`src/design/gpio_pkg.sv`:
```
// Constants, offsets and carrier types of the two-port pin block.
// Assumes an APB master on the bus clock and pads that take the pad controls.
// Behaviour
// - An enabled shared peripheral takes the pin from the port logic.
// - Reset clears direction, slew, drive and pull bits; pins become inputs.
// - Direction bit enables the output and picks the data read source.
// - Input buffer always on, except for analog-owned pins.
// - Shared digital function drives the output; direction still picks read source.
// - Analog owner disables both buffers; input data reads return zero.
// - Analog wins over digital when both own one pin.
// - Pull enable turns pull on, forced off for driven or analog pins.
// - Slew limit acts only while the pin drives.
// - Drive select picks high or low strength for driving pins.
// - Low four pins of both ports are interrupt and wake sources.
// - Per-pin select enables each pin as interrupt source.
// - Per-port mode picks edge only or edge and level.
// - Polarity picks falling/low or rising/high.
// - Edges found by sampling every cycle: deasserted then asserted.
// - A pin asserted from the outset gives no edge.
// - Edge mode: edge sets flag, acknowledge clears, request when enabled.
// - Level mode: edge or asserted level sets flag; enable raises request.
// - Level mode: acknowledge clears only if all enabled pins deasserted.
// - Polarity zero gives pull-up, one gives pull-down for interrupt pins.
// - Flag ignores writes; acknowledge reads zero.
// - Pull-down only on interrupt pins with select and polarity set.
package gpio_pkg;

  // ****************************************************************
  // Sizes
  // ****************************************************************
  localparam int NPORTS = 2;
  localparam int PORT_W = 6;
  localparam int IRQ_W = 4;
  localparam int ADDR_W = 8;

  // ****************************************************************
  // Register offsets within one port, and port stride
  // ****************************************************************
  localparam logic [4:0] OFS_DATA = 5'h00;
  localparam logic [4:0] OFS_DIR = 5'h04;
  localparam logic [4:0] OFS_PULL = 5'h08;
  localparam logic [4:0] OFS_SLEW = 5'h0C;
  localparam logic [4:0] OFS_DRIVE = 5'h10;
  localparam logic [4:0] OFS_IRQ_SC = 5'h14;
  localparam logic [4:0] OFS_IRQ_SEL = 5'h18;
  localparam logic [4:0] OFS_IRQ_POL = 5'h1C;
  localparam logic [ADDR_W-1:0] PORT_STRIDE = 8'h20;

  // ****************************************************************
  // Status/control field positions and reset values
  // ****************************************************************
  localparam int SC_MOD_BIT = 0;
  localparam int SC_IE_BIT = 1;
  localparam int SC_ACK_BIT = 2;
  localparam int SC_FLAG_BIT = 3;
  localparam logic [PORT_W-1:0] RST_PINS = 6'h00;
  localparam logic [IRQ_W-1:0] RST_IRQ = 4'h0;

  // Pad controls of one port
  typedef struct packed {
    logic [PORT_W-1:0] oe;
    logic [PORT_W-1:0] out;
    logic [PORT_W-1:0] ibe;
    logic [PORT_W-1:0] pull_on;
    logic [PORT_W-1:0] pull_down;
    logic [PORT_W-1:0] slew;
    logic [PORT_W-1:0] drive;
  } pad_type;

  // Claims of on-chip peripherals on one port
  typedef struct packed {
    logic [PORT_W-1:0] dig_en;
    logic [PORT_W-1:0] dig_oe;
    logic [PORT_W-1:0] dig_out;
    logic [PORT_W-1:0] ana_en;
  } share_type;

endpackage : gpio_pkg

```
`src/design/gpio_with_pin_interrupts.sv`:
```
// Two general-purpose ports with pad control and a pin interrupt unit each.
// Assumes pads outside resolve pin levels; peripherals claim pins via share.
`timescale 1ns/10ps

module gpio_with_pin_interrupts (
  input wire logic pclk,
  input wire logic presetn,
  input wire logic psel,
  input wire logic penable,
  input wire logic pwrite,
  input wire logic [gpio_pkg::ADDR_W-1:0] paddr,
  input wire logic [31:0] pwdata,
  output logic [31:0] prdata,
  output logic pready,
  output logic pslverr,
  input wire logic [gpio_pkg::NPORTS-1:0][gpio_pkg::PORT_W-1:0] pin_in,
  input wire gpio_pkg::share_type [gpio_pkg::NPORTS-1:0] share,
  output gpio_pkg::pad_type [gpio_pkg::NPORTS-1:0] pad,
  output logic [gpio_pkg::NPORTS-1:0][gpio_pkg::PORT_W-1:0] pin_level,
  output logic [gpio_pkg::NPORTS-1:0] irq_req
);

  localparam int W = gpio_pkg::PORT_W;
  localparam int NP = gpio_pkg::NPORTS;
  localparam int IW = gpio_pkg::IRQ_W;

  // ****************************************************************
  // State
  // ****************************************************************
  logic [W-1:0] data_q [NP];
  logic [W-1:0] dir_q [NP];
  logic [W-1:0] pull_q [NP];
  logic [W-1:0] slew_q [NP];
  logic [W-1:0] drive_q [NP];
  logic [IW-1:0] sel_q [NP];
  logic [IW-1:0] pol_q [NP];
  logic [NP-1:0] mode_q;
  logic [NP-1:0] ie_q;
  logic [NP-1:0] flag_q;
  logic [IW-1:0] armed_q [NP];
  logic [W-1:0] sync1_q [NP];
  logic [W-1:0] sync2_q [NP];
  logic [W-1:0] sync3_q [NP];
  logic [W-1:0] lvl_q [NP];
  gpio_pkg::pad_type [NP-1:0] pad_q;
  logic [NP-1:0] irq_q;
  logic [31:0] prdata_q;
  logic pready_q;
  logic pslverr_q;

  logic [IW-1:0] asserted [NP];
  logic [IW-1:0] edge_hit [NP];
  logic [NP-1:0] flag_set;
  logic [NP-1:0] any_asserted;
  logic [NP-1:0] ack;
  gpio_pkg::pad_type [NP-1:0] pad_d;
  logic [W-1:0] read_data [NP];

  // ****************************************************************
  // APB decode
  // ****************************************************************
  logic port_idx;
  logic [4:0] reg_ofs;
  logic mapped;
  logic wr_en;

  assign port_idx = paddr[5];
  assign reg_ofs = paddr[4:0];
  // Upper address bits and misaligned words fall outside the map
  assign mapped = (paddr[gpio_pkg::ADDR_W-1:6] == 2'h0) && (paddr[1:0] == 2'h0);
  // Writes land only at the completing access edge
  assign wr_en = psel && penable && pready_q && pwrite && mapped;

  // ****************************************************************
  // Pin input synchronisers and level filter
  // ****************************************************************
  // Level changes only once stages two and three agree
  always_ff @(posedge pclk or negedge presetn) begin
    if (!presetn) begin
      for (int p = 0; p < NP; p++) begin
        sync1_q[p] <= gpio_pkg::RST_PINS;
        sync2_q[p] <= gpio_pkg::RST_PINS;
        sync3_q[p] <= gpio_pkg::RST_PINS;
        lvl_q[p] <= gpio_pkg::RST_PINS;
      end
    end else begin
      for (int p = 0; p < NP; p++) begin
        sync1_q[p] <= pin_in[p];
        sync2_q[p] <= sync1_q[p];
        sync3_q[p] <= sync2_q[p];
        for (int b = 0; b < W; b++) begin
          if (sync2_q[p][b] == sync3_q[p][b]) begin
            lvl_q[p][b] <= sync3_q[p][b];
          end
        end
      end
    end
  end

  // ****************************************************************
  // Pad control and read source
  // ****************************************************************
  // Analog beats digital, digital beats the port itself
  always_comb begin
    for (int p = 0; p < NP; p++) begin
      logic [W-1:0] ana;
      logic [W-1:0] dig;
      logic [W-1:0] drv;
      logic [W-1:0] pol_ext;
      logic [W-1:0] sel_ext;
      ana = share[p].ana_en;
      dig = share[p].dig_en & ~ana;
      pol_ext = {{(W-IW){1'b0}}, pol_q[p]};
      sel_ext = {{(W-IW){1'b0}}, sel_q[p]};
      // Owner decides whether the pin is driven
      drv = ((dig & share[p].dig_oe) | (~dig & ~ana & dir_q[p])) & ~ana;
      pad_d[p].oe = drv;
      pad_d[p].out = (dig & share[p].dig_out) | (~dig & data_q[p]);
      pad_d[p].ibe = ~ana;
      pad_d[p].pull_on = pull_q[p] & ~drv & ~ana;
      // Pull-down only for interrupt pins with rising/high polarity
      pad_d[p].pull_down = pull_q[p] & ~drv & ~ana & sel_ext & pol_ext;
      pad_d[p].slew = slew_q[p] & drv;
      pad_d[p].drive = drive_q[p] & drv;
      // Direction picks latch or pin; disabled input buffer reads zero
      read_data[p] = (dir_q[p] & data_q[p]) | (~dir_q[p] & ~ana & lvl_q[p]);
    end
  end

  // Pads registered so outputs come straight from flops
  always_ff @(posedge pclk or negedge presetn) begin
    if (!presetn) begin
      pad_q <= '0;
    end else begin
      pad_q <= pad_d;
    end
  end

  // ****************************************************************
  // Port configuration registers
  // ****************************************************************
  // Output latch; its reset zeros are not driven until direction is set, pins start as inputs
  always_ff @(posedge pclk or negedge presetn) begin
    if (!presetn) begin
      for (int p = 0; p < NP; p++) begin
        data_q[p] <= gpio_pkg::RST_PINS;
      end
    end else if (wr_en && (reg_ofs == gpio_pkg::OFS_DATA)) begin
      data_q[port_idx] <= pwdata[W-1:0];
    end
  end

  // Direction; cleared so a pin never drives the board out of reset
  always_ff @(posedge pclk or negedge presetn) begin
    if (!presetn) begin
      for (int p = 0; p < NP; p++) begin
        dir_q[p] <= gpio_pkg::RST_PINS;
      end
    end else if (wr_en && (reg_ofs == gpio_pkg::OFS_DIR)) begin
      dir_q[port_idx] <= pwdata[W-1:0];
    end
  end

  // Pull enable; pad logic still forces it off for driven pins
  always_ff @(posedge pclk or negedge presetn) begin
    if (!presetn) begin
      for (int p = 0; p < NP; p++) begin
        pull_q[p] <= gpio_pkg::RST_PINS;
      end
    end else if (wr_en && (reg_ofs == gpio_pkg::OFS_PULL)) begin
      pull_q[port_idx] <= pwdata[W-1:0];
    end
  end

  // Slew limit; kept but inert while the pin is an input
  always_ff @(posedge pclk or negedge presetn) begin
    if (!presetn) begin
      for (int p = 0; p < NP; p++) begin
        slew_q[p] <= gpio_pkg::RST_PINS;
      end
    end else if (wr_en && (reg_ofs == gpio_pkg::OFS_SLEW)) begin
      slew_q[port_idx] <= pwdata[W-1:0];
    end
  end

  // Drive strength; kept but inert while the pin is an input
  always_ff @(posedge pclk or negedge presetn) begin
    if (!presetn) begin
      for (int p = 0; p < NP; p++) begin
        drive_q[p] <= gpio_pkg::RST_PINS;
      end
    end else if (wr_en && (reg_ofs == gpio_pkg::OFS_DRIVE)) begin
      drive_q[port_idx] <= pwdata[W-1:0];
    end
  end

  // Interrupt pin select, low four pins only
  always_ff @(posedge pclk or negedge presetn) begin
    if (!presetn) begin
      for (int p = 0; p < NP; p++) begin
        sel_q[p] <= gpio_pkg::RST_IRQ;
      end
    end else if (wr_en && (reg_ofs == gpio_pkg::OFS_IRQ_SEL)) begin
      sel_q[port_idx] <= pwdata[IW-1:0];
    end
  end

  // Polarity; also picks pull-up or pull-down on interrupt pins
  always_ff @(posedge pclk or negedge presetn) begin
    if (!presetn) begin
      for (int p = 0; p < NP; p++) begin
        pol_q[p] <= gpio_pkg::RST_IRQ;
      end
    end else if (wr_en && (reg_ofs == gpio_pkg::OFS_IRQ_POL)) begin
      pol_q[port_idx] <= pwdata[IW-1:0];
    end
  end

  // Mode and request enable; flag and acknowledge are handled apart
  always_ff @(posedge pclk or negedge presetn) begin
    if (!presetn) begin
      mode_q <= '0;
      ie_q <= '0;
    end else if (wr_en && (reg_ofs == gpio_pkg::OFS_IRQ_SC)) begin
      mode_q[port_idx] <= pwdata[gpio_pkg::SC_MOD_BIT];
      ie_q[port_idx] <= pwdata[gpio_pkg::SC_IE_BIT];
    end
  end

  // ****************************************************************
  // Pin interrupt detection
  // ****************************************************************
  // Asserted level: low for polarity 0, high for polarity 1
  always_comb begin
    for (int p = 0; p < NP; p++) begin
      asserted[p] = ~(lvl_q[p][IW-1:0] ^ pol_q[p]);
      // Edge needs a deasserted sample in the previous cycle
      edge_hit[p] = sel_q[p] & armed_q[p] & asserted[p];
      any_asserted[p] = |(sel_q[p] & asserted[p]);
      flag_set[p] = (|edge_hit[p]) || (mode_q[p] && any_asserted[p]);
      ack[p] = wr_en && (reg_ofs == gpio_pkg::OFS_IRQ_SC) && (port_idx == 1'(p))
               && pwdata[gpio_pkg::SC_ACK_BIT];
    end
  end

  // Armed only after an enabled pin was seen deasserted
  always_ff @(posedge pclk or negedge presetn) begin
    if (!presetn) begin
      for (int p = 0; p < NP; p++) begin
        armed_q[p] <= gpio_pkg::RST_IRQ;
      end
    end else begin
      for (int p = 0; p < NP; p++) begin
        armed_q[p] <= sel_q[p] & ~asserted[p];
      end
    end
  end

  // Flag: set beats acknowledge; level mode holds while any pin asserted
  always_ff @(posedge pclk or negedge presetn) begin
    if (!presetn) begin
      flag_q <= '0;
    end else begin
      for (int p = 0; p < NP; p++) begin
        if (flag_set[p]) begin
          flag_q[p] <= 1'b1;
        end else if (ack[p] && !(mode_q[p] && any_asserted[p])) begin
          flag_q[p] <= 1'b0;
        end
      end
    end
  end

  // Request doubles as the wake-up line for low-power modes
  always_ff @(posedge pclk or negedge presetn) begin
    if (!presetn) begin
      irq_q <= '0;
    end else begin
      irq_q <= flag_q & ie_q;
    end
  end

  // ****************************************************************
  // APB read path and answer
  // ****************************************************************
  // Answer one cycle after setup; no wait states, so no stall counter
  always_ff @(posedge pclk or negedge presetn) begin
    if (!presetn) begin
      pready_q <= 1'b0;
      pslverr_q <= 1'b0;
    end else begin
      pready_q <= psel && !penable;
      pslverr_q <= psel && !penable && !mapped;
    end
  end

  // Read data captured in the setup cycle; access phase takes one cycle
  always_ff @(posedge pclk or negedge presetn) begin
    if (!presetn) begin
      prdata_q <= 32'h00000000;
    end else begin
      if (psel && !penable && !pwrite && mapped) begin
        prdata_q <= 32'h00000000;
        unique case (reg_ofs)
          gpio_pkg::OFS_DATA: prdata_q[W-1:0] <= read_data[port_idx];
          gpio_pkg::OFS_DIR: prdata_q[W-1:0] <= dir_q[port_idx];
          gpio_pkg::OFS_PULL: prdata_q[W-1:0] <= pull_q[port_idx];
          gpio_pkg::OFS_SLEW: prdata_q[W-1:0] <= slew_q[port_idx];
          gpio_pkg::OFS_DRIVE: prdata_q[W-1:0] <= drive_q[port_idx];
          gpio_pkg::OFS_IRQ_SEL: prdata_q[IW-1:0] <= sel_q[port_idx];
          gpio_pkg::OFS_IRQ_POL: prdata_q[IW-1:0] <= pol_q[port_idx];
          // Acknowledge bit always reads zero; flag is read-only
          gpio_pkg::OFS_IRQ_SC: begin
            prdata_q[gpio_pkg::SC_FLAG_BIT] <= flag_q[port_idx];
            prdata_q[gpio_pkg::SC_IE_BIT] <= ie_q[port_idx];
            prdata_q[gpio_pkg::SC_MOD_BIT] <= mode_q[port_idx];
          end
          default: begin
          end
        endcase
      end else if (psel && !penable) begin
        prdata_q <= 32'h00000000;
      end
    end
  end

  // ****************************************************************
  // Outputs
  // ****************************************************************
  assign prdata = prdata_q;
  assign pready = pready_q;
  assign pslverr = pslverr_q;
  assign pad = pad_q;
  assign irq_req = irq_q;

  // Filtered pin levels for the peripherals sharing the pins
  always_comb begin
    for (int p = 0; p < NP; p++) begin
      pin_level[p] = lvl_q[p];
    end
  end

endmodule : gpio_with_pin_interrupts

```
`config.mk`:
```
export PLATFORM = sky130hd
export DESIGN_NAME = gpio_with_pin_interrupts
export DESIGN_NICKNAME = d
export VERILOG_FILES = /design/src/design/gpio_pkg.sv /design/src/design/gpio_with_pin_interrupts.sv
export SDC_FILE = /design/constraint.sdc
export NUM_CORES = 1
export LEC_CHECK = 0
export BUFFER_PORTS_ARGS = -buffer_cell sky130_fd_sc_hd__buf_2
export CORE_MARGIN = 1.5
export CORE_UTILIZATION = 44
export DETAILED_ROUTE_END_ITERATION = 16
export GPL_TIMING_DRIVEN = 1
export PLACE_DENSITY_LB_ADDON = 0.12
export SLEW_MARGIN = 10
export SYNTH_ARGS = -nofsm -noshare
export SYNTH_HDL_FRONTEND = slang
export SYNTH_SLANG_ARGS = --single-unit
```
`constraint.sdc`:
```
create_clock -name pclk -period 1.4 [get_ports pclk]
set_input_delay 0.14 -clock pclk [delete_from_list [all_inputs] [get_ports pclk]]
set_output_delay 0.14 -clock pclk [all_outputs]
set_load 0.02 [all_outputs]
```
Yosys cells after proc, flatten, opt, wreduce, memory -nomap -nowiden:

Cells that the tools add are included.

* register bits after elaboration: 258
* bits of input ports: 105
* logic and storage cells: 238
* output and inout bits: 132

* eq/ne operators: 19
* $lt $le $gt $ge: 4
* bitwise operators: 63
* mux-type cells: 52
* reductions and logical operators: 44

Operators by type and width (count)
* AND 6 bit: 28
* 2-to-1 mux 6 bit: 16
* 2-to-1 mux 32 bit: 2
* bitwise mux 12 bit: 5
* NOT 6 bit: 8
* bitwise OR 6 bit: 6
* AND 4 bit: 8
* 2-to-1 mux 4 bit: 7
* logical AND 1 bit: 27
* AND 6 x 4 -> 6 bit: 4
* == test 5 bit, second input constant: 4
* bitwise mux 8 bit: 2
* NOT 4 bit: 4
* case mux 2 bit (8 select lines): 1
* OR reduction 4 bit: 4
* == test 1 bit: 12
* 2-to-1 mux 1 bit: 11
* == test 5 x 4 -> 1 bit, second input constant: 2
* case mux 2 bit (5 select lines): 1
* case mux 1 bit (8 select lines): 1
* XOR 4 bit: 2
* case mux 1 bit (7 select lines): 1
* demux 6 bit (select 1 bit): 1
* nonzero test 2 bit: 3
* 15 further kinds: 22

Depth between registers and ports, before layout:

Gate-level depths: netlist of the first run.

* word-level depth: 12
* mapped depth: 8
* depth with buffers taken out: 5

Worst setup path after synthesis of the first run:

No wires, ideal clock.

* path type: input-to-reg
* start point: input port paddr[5] in the netlist's numbering
* end point: register prdata_q[0] (netlist: prdata[0])
* path buffers: 2
* setup time: 0.126 ns
* cell stages on the path: 6
* slack: -0.582 ns
* data required time: 1.274 ns
* data arrival time: 1.856 ns
* cells stage by stage: buf_2 > buf_1 > mux2i_1 > o22ai_1 > or4_1 > a221o_1

* cells in the longest elaborated chain, start to end: 6
* elaborated cells between the ends (all ways): 26

RTL lines
* start, declared: RTL line gpio_with_pin_interrupts.sv:11 `input wire logic [gpio_pkg::ADDR_W-1:0] paddr,`
* NOT 1 -> 2 bit (not written as such)
* 2-to-1 mux 4 bit (not written as such), or another cell as far along (3 in series): RTL line gpio_with_pin_interrupts.sv:311 `gpio_pkg::OFS_IRQ_POL: prdata_q[IW-1:0] <= pol_q[port_idx];`
* case mux 2 bit (8 select lines) *: RTL line gpio_with_pin_interrupts.sv:304 `unique case (reg_ofs)`
* 2-to-1 mux 32 bit *: RTL line gpio_with_pin_interrupts.sv:302 `if (psel && !penable && !pwrite && mapped) begin`
* end signal, assigned by index: RTL line gpio_with_pin_interrupts.sv:305 `gpio_pkg::OFS_DATA: prdata_q[W-1:0] <= read_data[port_idx];`
* end signal, assigned by index: RTL line gpio_with_pin_interrupts.sv:306 `gpio_pkg::OFS_DIR: prdata_q[W-1:0] <= dir_q[port_idx];`
* end signal, assigned by index: RTL line gpio_with_pin_interrupts.sv:311
* end, declared: RTL line gpio_with_pin_interrupts.sv:47 `logic [31:0] prdata_q;`

Every way passes the cells marked *; elsewhere a longest branch is shown, timed or not. The select of a mux whose other input is x is not followed.
A chain may end at the register's enable or synchronous reset.

Worst setup path in the final report of the first run:

* start point: register pready_q (netlist: pready)
* end point: register drive_q[0] in the netlist's numbering

* cells in the longest elaborated chain, start to end: 4

RTL lines
* start, declared: RTL line gpio_with_pin_interrupts.sv:48 `logic pready_q;`
* start signal, assigned: RTL line gpio_with_pin_interrupts.sv:292 `pready_q <= psel && !penable;`
* logical AND 1 bit (3 in series): RTL line gpio_with_pin_interrupts.sv:72 `assign wr_en = psel && penable && pready_q && pwrite && mapped;`
* logical AND 1 bit: RTL line gpio_with_pin_interrupts.sv:192 `end else if (wr_en && (reg_ofs == gpio_pkg::OFS_DRIVE)) begin`
* end signal, assigned by index: RTL line gpio_with_pin_interrupts.sv:190 `drive_q[p] <= gpio_pkg::RST_PINS;`
* end signal, assigned by index: RTL line gpio_with_pin_interrupts.sv:193 `drive_q[port_idx] <= pwdata[W-1:0];`
* end, declared: RTL line gpio_with_pin_interrupts.sv:34 `logic [W-1:0] drive_q [NP];`

Every way passes these cells.

==> summary by stage, run 1 <==
Outcome
The run finished, with violations left. The final reports fail on negative setup slack.

Timing
The final critical-path setup slack is -0.281 ns. The top achievable clock speed is between 500 and 600 MHz. Across all hold checks on the routed design, the worst slack comes to ~0.0062 ns. The post-route clock period utilization is 120%. The number of pins with negative max-slew slack in the final report is 0. The actual transition at the worst max-transition pin is 0.528 ns.

The setup clock skew after layout is 0.0184 ns. Setup repair after global routing could not meet its margin everywhere. Setup violations remaining at the end of the flow were counted as 85.

The sum of negative setup slack is -13.36 ns. The relative slew slack is between 60% and 70%. For the finished layout, the period the worst path requires is 1.68 ns. The number of endpoints with negative hold slack in the final report was 0.

Logic synthesis
Summing the sequential cell areas from Yosys gives 63.4% of the chip area. The register bit total from synthesis is between 200 and 250. The yosys synthesis warning count is 0. In this run the cell area of the synthesized design comes to roughly 9000 sq um. Counting distinct cell types in the post-synthesis netlist gives 39. Synthesis produced a netlist whose cell count is 660.

Ranked by total cell area, the synthesized netlist is headed by sky130_fd_sc_hd__dfrtp_1 63%, sky130_fd_sc_hd__mux2_2 10%, sky130_fd_sc_hd__mux2i_1 5.2%, sky130_fd_sc_hd__buf_4 2.5%, sky130_fd_sc_hd__and3_1 1.7%. A synthesized cell averages 13.6 sq um. The largest total area in the synthesized netlist belongs to sky130_fd_sc_hd__dfrtp_1. The top cell type by area accounts for a little under two thirds of the synthesized area.

Layout
Of the cells placed in the final design, the portion with a size suffix greater than 1 is approximately 47%. The filler cells instantiated in the layout total 1592. The design area is about 13000 sq um. The final non-filler cell total is 1326. The area growth from synthesis to final layout is 44.7%.

The number of antenna cells inserted is 0. The net total in the final layout is ~1100. The final design utilization is 64.6%.

Route
In the final routed layout, each cell accounts on average for 19.3 microns. The routed via count is about 6600. The routed design has 25600 microns of wire.

In this run, the number of DRC markers left after iteration 0 of detailed routing was just over 300. The routed via count divided by cell count is slightly below 5. The number of antenna-violating nets in the routed design is 0. The detailed-router iteration count before antenna repair is 4. In the routed design, unresolved DRC markers number 0.

Placed design
The number of port buffers is 180. The placed instance area is about 11000 sq um. Summed over all nets, the half-perimeter wirelength after detailed placement is 18400 microns. The congestion estimate from routability-driven global placement came to around 0.90. In this run, placement finished with an instance count of about 1200. Timing analysis after detailed placement gives a worst setup slack of -0.601 ns.

Worst setup path
The category of the worst setup path launch point is a flip-flop. The required arrival time at the worst endpoint is about 1.8 ns. The type of the worst setup path is reg2reg. Of all nets on the critical path, the largest fanout is 8. At the worst endpoint, the arrival time is about 2.1 ns. STA classifies the critical path endpoint as a flip-flop.

Clocking
The tree is rooted in a sky130_fd_sc_hd__clkbuf_16. Counting along the longest clock path gives a buffer depth of 3. The clock sink count is approximately 230. Counting the buffers created by CTS gives 24. The clock transition at the register clock pins on the worst setup and hold paths after CTS is 0.07 ns.

The clock latency reported for the late side of the worst-skew pair is approximately 0.52 ns. The CTS tree is done. The depth of the CTS H-tree is 1.

Power and ir drop
The power density over the cells is between 1000 and 1500 nW/um^2. Per report_power, the sequential group accounts for a little under half of the total. Summed over all cells, the static leakage comes to 6.78 nW.

The internal power summed over all cells is ~11 mW. Of the total power, the share spent switching nets is between 20% and 30%. For this design the total switching power over the nets is around 3.4 mW. The clock network accounts for between 40% and 50% of the total power. The combinational share of power is ~8.1%.

Summing internal, switching and leakage power gives between 10 and 15 mW. VDD sags by at most 0.000712 V.

Floorplan
The initial core utilization is between 40% and 50%. The die covers between 20000 and 25000 sq um. 237 I/O pins were placed.

The row count is 52. The die width is around 150 microns. The core area is approximately 20000 sq um. The die is 146 microns tall.

Global route
The global-route total usage across every layer is 24.6%. The first global-routing pass estimated around 40000 microns of wire. Entering global routing, the biggest net connects ~60 pins. The final global-route overflow total is 0. The initial antenna violation count is 0.

The number of global-route vias before repair is just over 7000.

Min path
The worst hold path belongs to the class in2reg.

Job
The number of violations of the max-capacitance limit is 0.
==> cells in the final DEF, fill, tap and decap left out, types with 24 or more instances in the layout <==
| cell type | n |
|---|---|
| sky130_fd_sc_hd__dfrtp_1 | 222 |
| sky130_fd_sc_hd__buf_2 | 176 |
| sky130_fd_sc_hd__buf_4 | 110 |
| sky130_fd_sc_hd__dlygate4sd3_1 | 62 |
| sky130_fd_sc_hd__mux2_2 | 47 |
| sky130_fd_sc_hd__mux2i_1 | 39 |
| sky130_fd_sc_hd__mux2_4 | 35 |
| sky130_fd_sc_hd__nor2_1 | 30 |
| sky130_fd_sc_hd__conb_1 | 30 |
| sky130_fd_sc_hd__and3_1 | 24 |
| sky130_fd_sc_hd__clkbuf_16 | 24 |
==> kinds of logic after synthesis <==
kind of cell,count (synthesis),synth area share [%]
flops,228,63.4
mux,129,15.5
xor+xnor,8,0.778
fa+ha+maj,12,1.33
buf+inv,63,3.95
compound gates,71,6.20
simple gates,148,8.88
other cells,1,0.0416
==> worst paths after layout <==
kind	start	endpoint	slack [ns]	cells past startpoint
min in group asynchronous	presetn	sync3_q[5]	0.13	2
min reg2reg	sync1_q[0]	sync2_q[0]	0.35	0
min	share[12]	pad[36]	0.006	3
max	pready	drive_q[0]	-0.28	7
max reg2reg	pready	drive_q[0]	-0.28	7
max in group asynchronous	presetn	pad[9]	0.63	3
==> sequential cells by signal, summed over array words and instances, names as in the netlist, 6 cells and up <==
signal / flops
drive_q: 12
armed_q: 8
slew_q: 12
sel_q: 8
sync1_q: 12
data_q: 12
pol_q: 8
sync3_q: 12
dir_q: 12
prdata: 6
sync2_q: 12
pull_q: 12
pin_level: 12
pad: 80
==> layer usage <==
layer | share of wire (%) | global-route usage, % | vias to the layer above
li1 | - | - | 3051
met1 | 44 | 32.5 | 3310
met2 | 50 | 43.5 | 180
met3 | 3.6 | 2.75 | 40
met4 | 2.3 | 6.26 | 0
met5 | 0 | 0 | -
==> cell usage after synthesis <==
library cell               count
sky130_fd_sc_hd__a21oi_1       1
sky130_fd_sc_hd__a22oi_1      10
sky130_fd_sc_hd__nor3_1        2
sky130_fd_sc_hd__o21ai_0       1
sky130_fd_sc_hd__or3_1         1
sky130_fd_sc_hd__mux2i_1      47
sky130_fd_sc_hd__a32o_1        1
sky130_fd_sc_hd__nor3_2        1
sky130_fd_sc_hd__or3b_2        1
sky130_fd_sc_hd__dfrtp_1     228
sky130_fd_sc_hd__maj3_1       12
sky130_fd_sc_hd__mux2_2       82
sky130_fd_sc_hd__buf_4        30
sky130_fd_sc_hd__a221oi_1      6
sky130_fd_sc_hd__buf_1         4
sky130_fd_sc_hd__nor2_1       37
sky130_fd_sc_hd__clkbuf_1     11
sky130_fd_sc_hd__a21boi_0     12
sky130_fd_sc_hd__nor2_2        1
sky130_fd_sc_hd__xnor2_1       8
sky130_fd_sc_hd__or2_2         6
sky130_fd_sc_hd__nand4_1       3
sky130_fd_sc_hd__nand2b_1      7
sky130_fd_sc_hd__nor2b_1      10
sky130_fd_sc_hd__and2_1       22
sky130_fd_sc_hd__conb_1        1
sky130_fd_sc_hd__o32ai_1       6
sky130_fd_sc_hd__and3_1       24
sky130_fd_sc_hd__o31ai_1       2
sky130_fd_sc_hd__o22ai_1      10
sky130_fd_sc_hd__nand2_1      16
sky130_fd_sc_hd__inv_1        13
sky130_fd_sc_hd__nand3_1      11
sky130_fd_sc_hd__a31o_2       12
sky130_fd_sc_hd__a211oi_1      6
sky130_fd_sc_hd__nor3_4        1
sky130_fd_sc_hd__buf_2         5
sky130_fd_sc_hd__or4_1         5
sky130_fd_sc_hd__a221o_1       4
==> power by group through the flow <==
stage | clock, mW | combinational (mW) | sequential [mW]
final | 6.38 | 1.17 | 6.81
after global routing | 6.77 | 1.26 | 6.82
after CTS | 6.50 | 1.15 | 6.81
after detailed placement | 0 | 0.997 | 6.92
after global placement | 0 | 0.980 | 6.92
after floorplan | 0 | 0.406 | 7.02
==> repair_timing <==
action | 4_1_cts | 5_1_grt
hold buffers | 62 | 3
setup buffers | 3 | 14
endpoints found under the hold margin | 298 | 3
pin swaps | 13 | 8
endpoints found under the setup margin | 87 | 96
gates resized for setup | 73 | 25
gates cloned | 0 | 0
==> critical path, stage by stage (launching register included) <==
cell	delay [ns]
sky130_fd_sc_hd__dfrtp_2	0.35
sky130_fd_sc_hd__nand4_1	0.08
sky130_fd_sc_hd__buf_4	0.16
sky130_fd_sc_hd__nor2_4	0.13
sky130_fd_sc_hd__nand2_8	0.12
sky130_fd_sc_hd__nor3_4	0.26
sky130_fd_sc_hd__buf_6	0.16
sky130_fd_sc_hd__mux2_4	0.29
==> final cells by class <==
type	instances	area [sq um]	area share, %
sequential	228	5710	43.8
multi-input combinational	398	3420	26.3
timing repair buffer	375	2710	20.8
clock buffer	31	667	5.12
tap	270	338	2.59
clock inverter	11	136	1.05
inverter	13	48.8	0.374
(Power assumes the default switching activity.)
==> inputs of run 2 (changes only) <==
--- a/config.mk
+++ b/config.mk
@@ -10,6 +10,7 @@
 export CORE_UTILIZATION = 44
 export DETAILED_ROUTE_END_ITERATION = 16
 export GPL_TIMING_DRIVEN = 1
+export HOLD_SLACK_MARGIN = 0.03
 export PLACE_DENSITY_LB_ADDON = 0.12
 export SLEW_MARGIN = 10
 export SYNTH_ARGS = -nofsm -noshare
==> run 2 against run 1 <==
- the run still ends with negative setup slack left
- register-to-register slack is essentially flat
- via count about the same
- final area up 0.23%
- highest routed layer unchanged
- largest cell class unchanged
- sequential power barely moved
- sequential cell count unchanged
- largest power group unchanged
- critical endpoint is now prdata[1]
==> summary by stage, run 2 (synthesized netlist as in run 1, its figures left out) <==
Placed design
The number of port buffers is 180. Routability-driven placement finished with a final weighted congestion of around 0.9. Prior to clock tree synthesis, the placed netlist has a worst setup slack of -0.601 ns. After legalization and detailed placement, the total HPWL measured between 15000 and 20000 microns. Including well taps, the total number of placed cells is around 1200.

Min path
For hold timing, the worst endpoint is pslverr. The worst hold path was traced through 3 stages. The min-delay analysis places its worst path in the category in2reg.

The worst hold path begins at paddr[7].

Worst setup path
The endpoint identified for the worst register-to-register timing path is prdata[1]. The delay of the slowest cell on the worst path is between 0.5 and 0.6 ns. Together, buffers and inverters on the worst path number 0.

The type of destination of the critical path is a flip-flop. The largest fanout on the critical path is 2. On the critical path the largest part of the delay comes from simple AND/OR/NAND/NOR gates.

At the worst endpoint, the arrival time is 2.09 ns. The type of the worst setup path is reg2reg. The setup slack of the worst register-to-register path is -0.28 ns. The worst register-to-register path has a depth of 4.

The required arrival time at the worst endpoint is between 1.5 and 2 ns. The launch point of the worst reg-to-reg path is pol_q[5]. The critical path goes through mux2i_2, o22ai_1, or4_1, a221o_1. STA classifies the critical path startpoint as a flip-flop. The highest-delay cell along the critical path is sky130_fd_sc_hd__or4_1.

Clocking
The cell chosen for the clock root is sky130_fd_sc_hd__clkbuf_16. The total CTS buffers is 24. The clock sink count is 228. The clock passes through at most 3 buffers.

The depth of the CTS H-tree is 1. The clock latency reported for the late side of the worst-skew pair is between 0.5 and 0.6 ns. TritonCTS built the clock tree. The clock transition at the register clock pins on the worst setup and hold paths after CTS is around 0.06 ns.

Floorplan
The die width is between 100 and 150 microns. The die covers 21300 sq um. The row count is 52. The region available for standard cell placement spans 20200 sq um. The die is 146 microns tall. In this run the count of I/O pins placed on the die edge is between 200 and 250. Once the floorplan was initialized, standard cells occupied between 40% and 50% of the core.

Layout
0 antenna diodes ended up in the layout. The number of flip-flops under the largest register name is 80. The library cells used most frequently in the layout, excluding fill and tap cells, are 222 x sky130_fd_sc_hd__dfrtp_1, 176 x sky130_fd_sc_hd__buf_2, 110 x sky130_fd_sc_hd__buf_4, 65 x sky130_fd_sc_hd__dlygate4sd3_1, 47 x sky130_fd_sc_hd__mux2_2. In the final layout, flip-flops and latches occupy between 5000 and 6000 sq um.

The area of combinational cells with multiple inputs is 3420 sq um. Excluding fillers, the count of instances in the completed layout stands at ~1300. Leaving out fill and tap cells, the most frequent cell in the layout is sky130_fd_sc_hd__dfrtp_1. The share of post-route cells with drive strength above 1 is 46.8%. After the last flow step, the layout net total stands at approximately 1100.

After filler insertion, the fill cell instance count of the layout stands at around 1600. Relative to the synthesized area, the layout overhead comes to 45.0%.

Timing
After layout, the minimum clock period comes to around 1.7 ns. Setup repair after global routing could not meet its margin everywhere. The number of pins with negative max-slew slack in the final report came to 0. The number of endpoints with negative hold slack in the final report was 0. The final critical-path setup slack is -0.281 ns.

The relative slew slack is a little over three fifths. For this run, the top clock speed supported by timing is 595 MHz. Clock skew on the completed layout was measured at around 0.016 ns. The actual transition at the worst max-transition pin is 0.547 ns.

The post-route clock period utilization is 120%. Setup violations remaining at the end of the flow were counted as 85.

Power and ir drop
VDD sags by at most between 0.0007 and 0.0008 V. The analysis attributes to cell leakage a power of between 6 and 7 nW. Power spread over the standard cell area amounts to approximately 1100 nW/um^2.

Route
The average routed wire per standard cell is 19.3 microns. The routed wire length is 25600 microns. The detailed-router iteration count before antenna repair is 4. Once detail routing completed, the nets flagged for antenna violations numbered 0. For this block, the via count after detailed routing is about 6600.

In this run, the number of DRC markers left after iteration 0 of detailed routing was around 280. Using the TritonRoute via totals, the vias-per-cell ratio works out to about 5.0. The residual DRC count is 0.

Global route
Entering global routing, the biggest net connects between 60 and 70 pins. Global routing used between 20 and 25% of the available tracks across all layers. The wire length of the first global-routing pass is a little over 40000 microns.

The number of global-route vias before repair is 7211. The final global-route overflow total is 0. The initial antenna violation count is 0.

Outcome
The run finished, with violations left. The checks that failed: negative setup slack.

Job
The number of violations of the max-capacitance limit is 0.
-- run 2: area by class of cell --
type | count | share of cell area [%]
clock inverters | 11 | 1.04
well taps | 270 | 2.59
flip-flops and latches | 228 | 43.7
clock buffers | 31 | 5.11
repair buffers | 378 | 20.9
inverters | 13 | 0.374
multi-input cells | 398 | 26.2
-- run 2: how the worst max path moves through the flow --
stage / from / endpoint / slack [ns] / cells past startpoint
2_1_floorplan: paddr[7] / drive_q[0] / -0.31 / 5
3_3_place_gp: paddr[7] / dir_q[7] / -0.59 / 6
3_5_place_dp: paddr[7] / dir_q[7] / -0.60 / 6
4_1_cts: pol_q[5] / prdata[1] / -0.27 / 4
5_1_grt: pready / drive_q[0] / -0.34 / 7
6_report: pol_q[5] / prdata[1] / -0.28 / 4
-- run 2: layer usage --
metal  wire length (microns)  vias up  global-route usage [%]
met4                     545        0                    6.26
met2                   12900      180                    43.6
li1                        -     3050                       -
met3                     915       38                    2.75
met5                       0        -                       0
met1                   11200     3315                    32.6
-- run 2: tightest hold or removal path: stages --
cell	delay [ns]
sky130_fd_sc_hd__buf_2	0.08
sky130_fd_sc_hd__or4_4	0.16
sky130_fd_sc_hd__nor2b_1	0.15
-- run 2: what timing repair did --
action / 4_1_cts / 5_1_grt
hold buffers: 68 / 0
buffers inserted: 3 / 14
hold endpoints to repair: 324 / 0
pin swaps: 13 / 8
gates resized for setup: 73 / 25
endpoints found under the setup margin: 87 / 96
-- run 2: stage by stage --
stage	total power, mW	TNS, ns	cell area, sq um	hold slack (ns)	util, %
after floorplan	7.43	-21.60	9260	-0.156	-
after global placement	7.90	-41.32	11100	0.0667	54.9
after detailed placement	7.92	-42.47	11100	0.0675	54.9
after CTS	14.5	-13.21	12900	0.0475	64.0
after global routing	14.9	-18.09	13100	0.0862	64.8
final	14.3	-13.40	13100	0.0579	64.8
-- run 2: power by group --
| group | switching, mW | internal [mW] |
|---|---|---|
| registers | 0.0795 | 6.73 |
| clock network | 2.61 | 3.76 |
| logic | 0.680 | 0.493 |
| total | 3.37 | 11.0 |
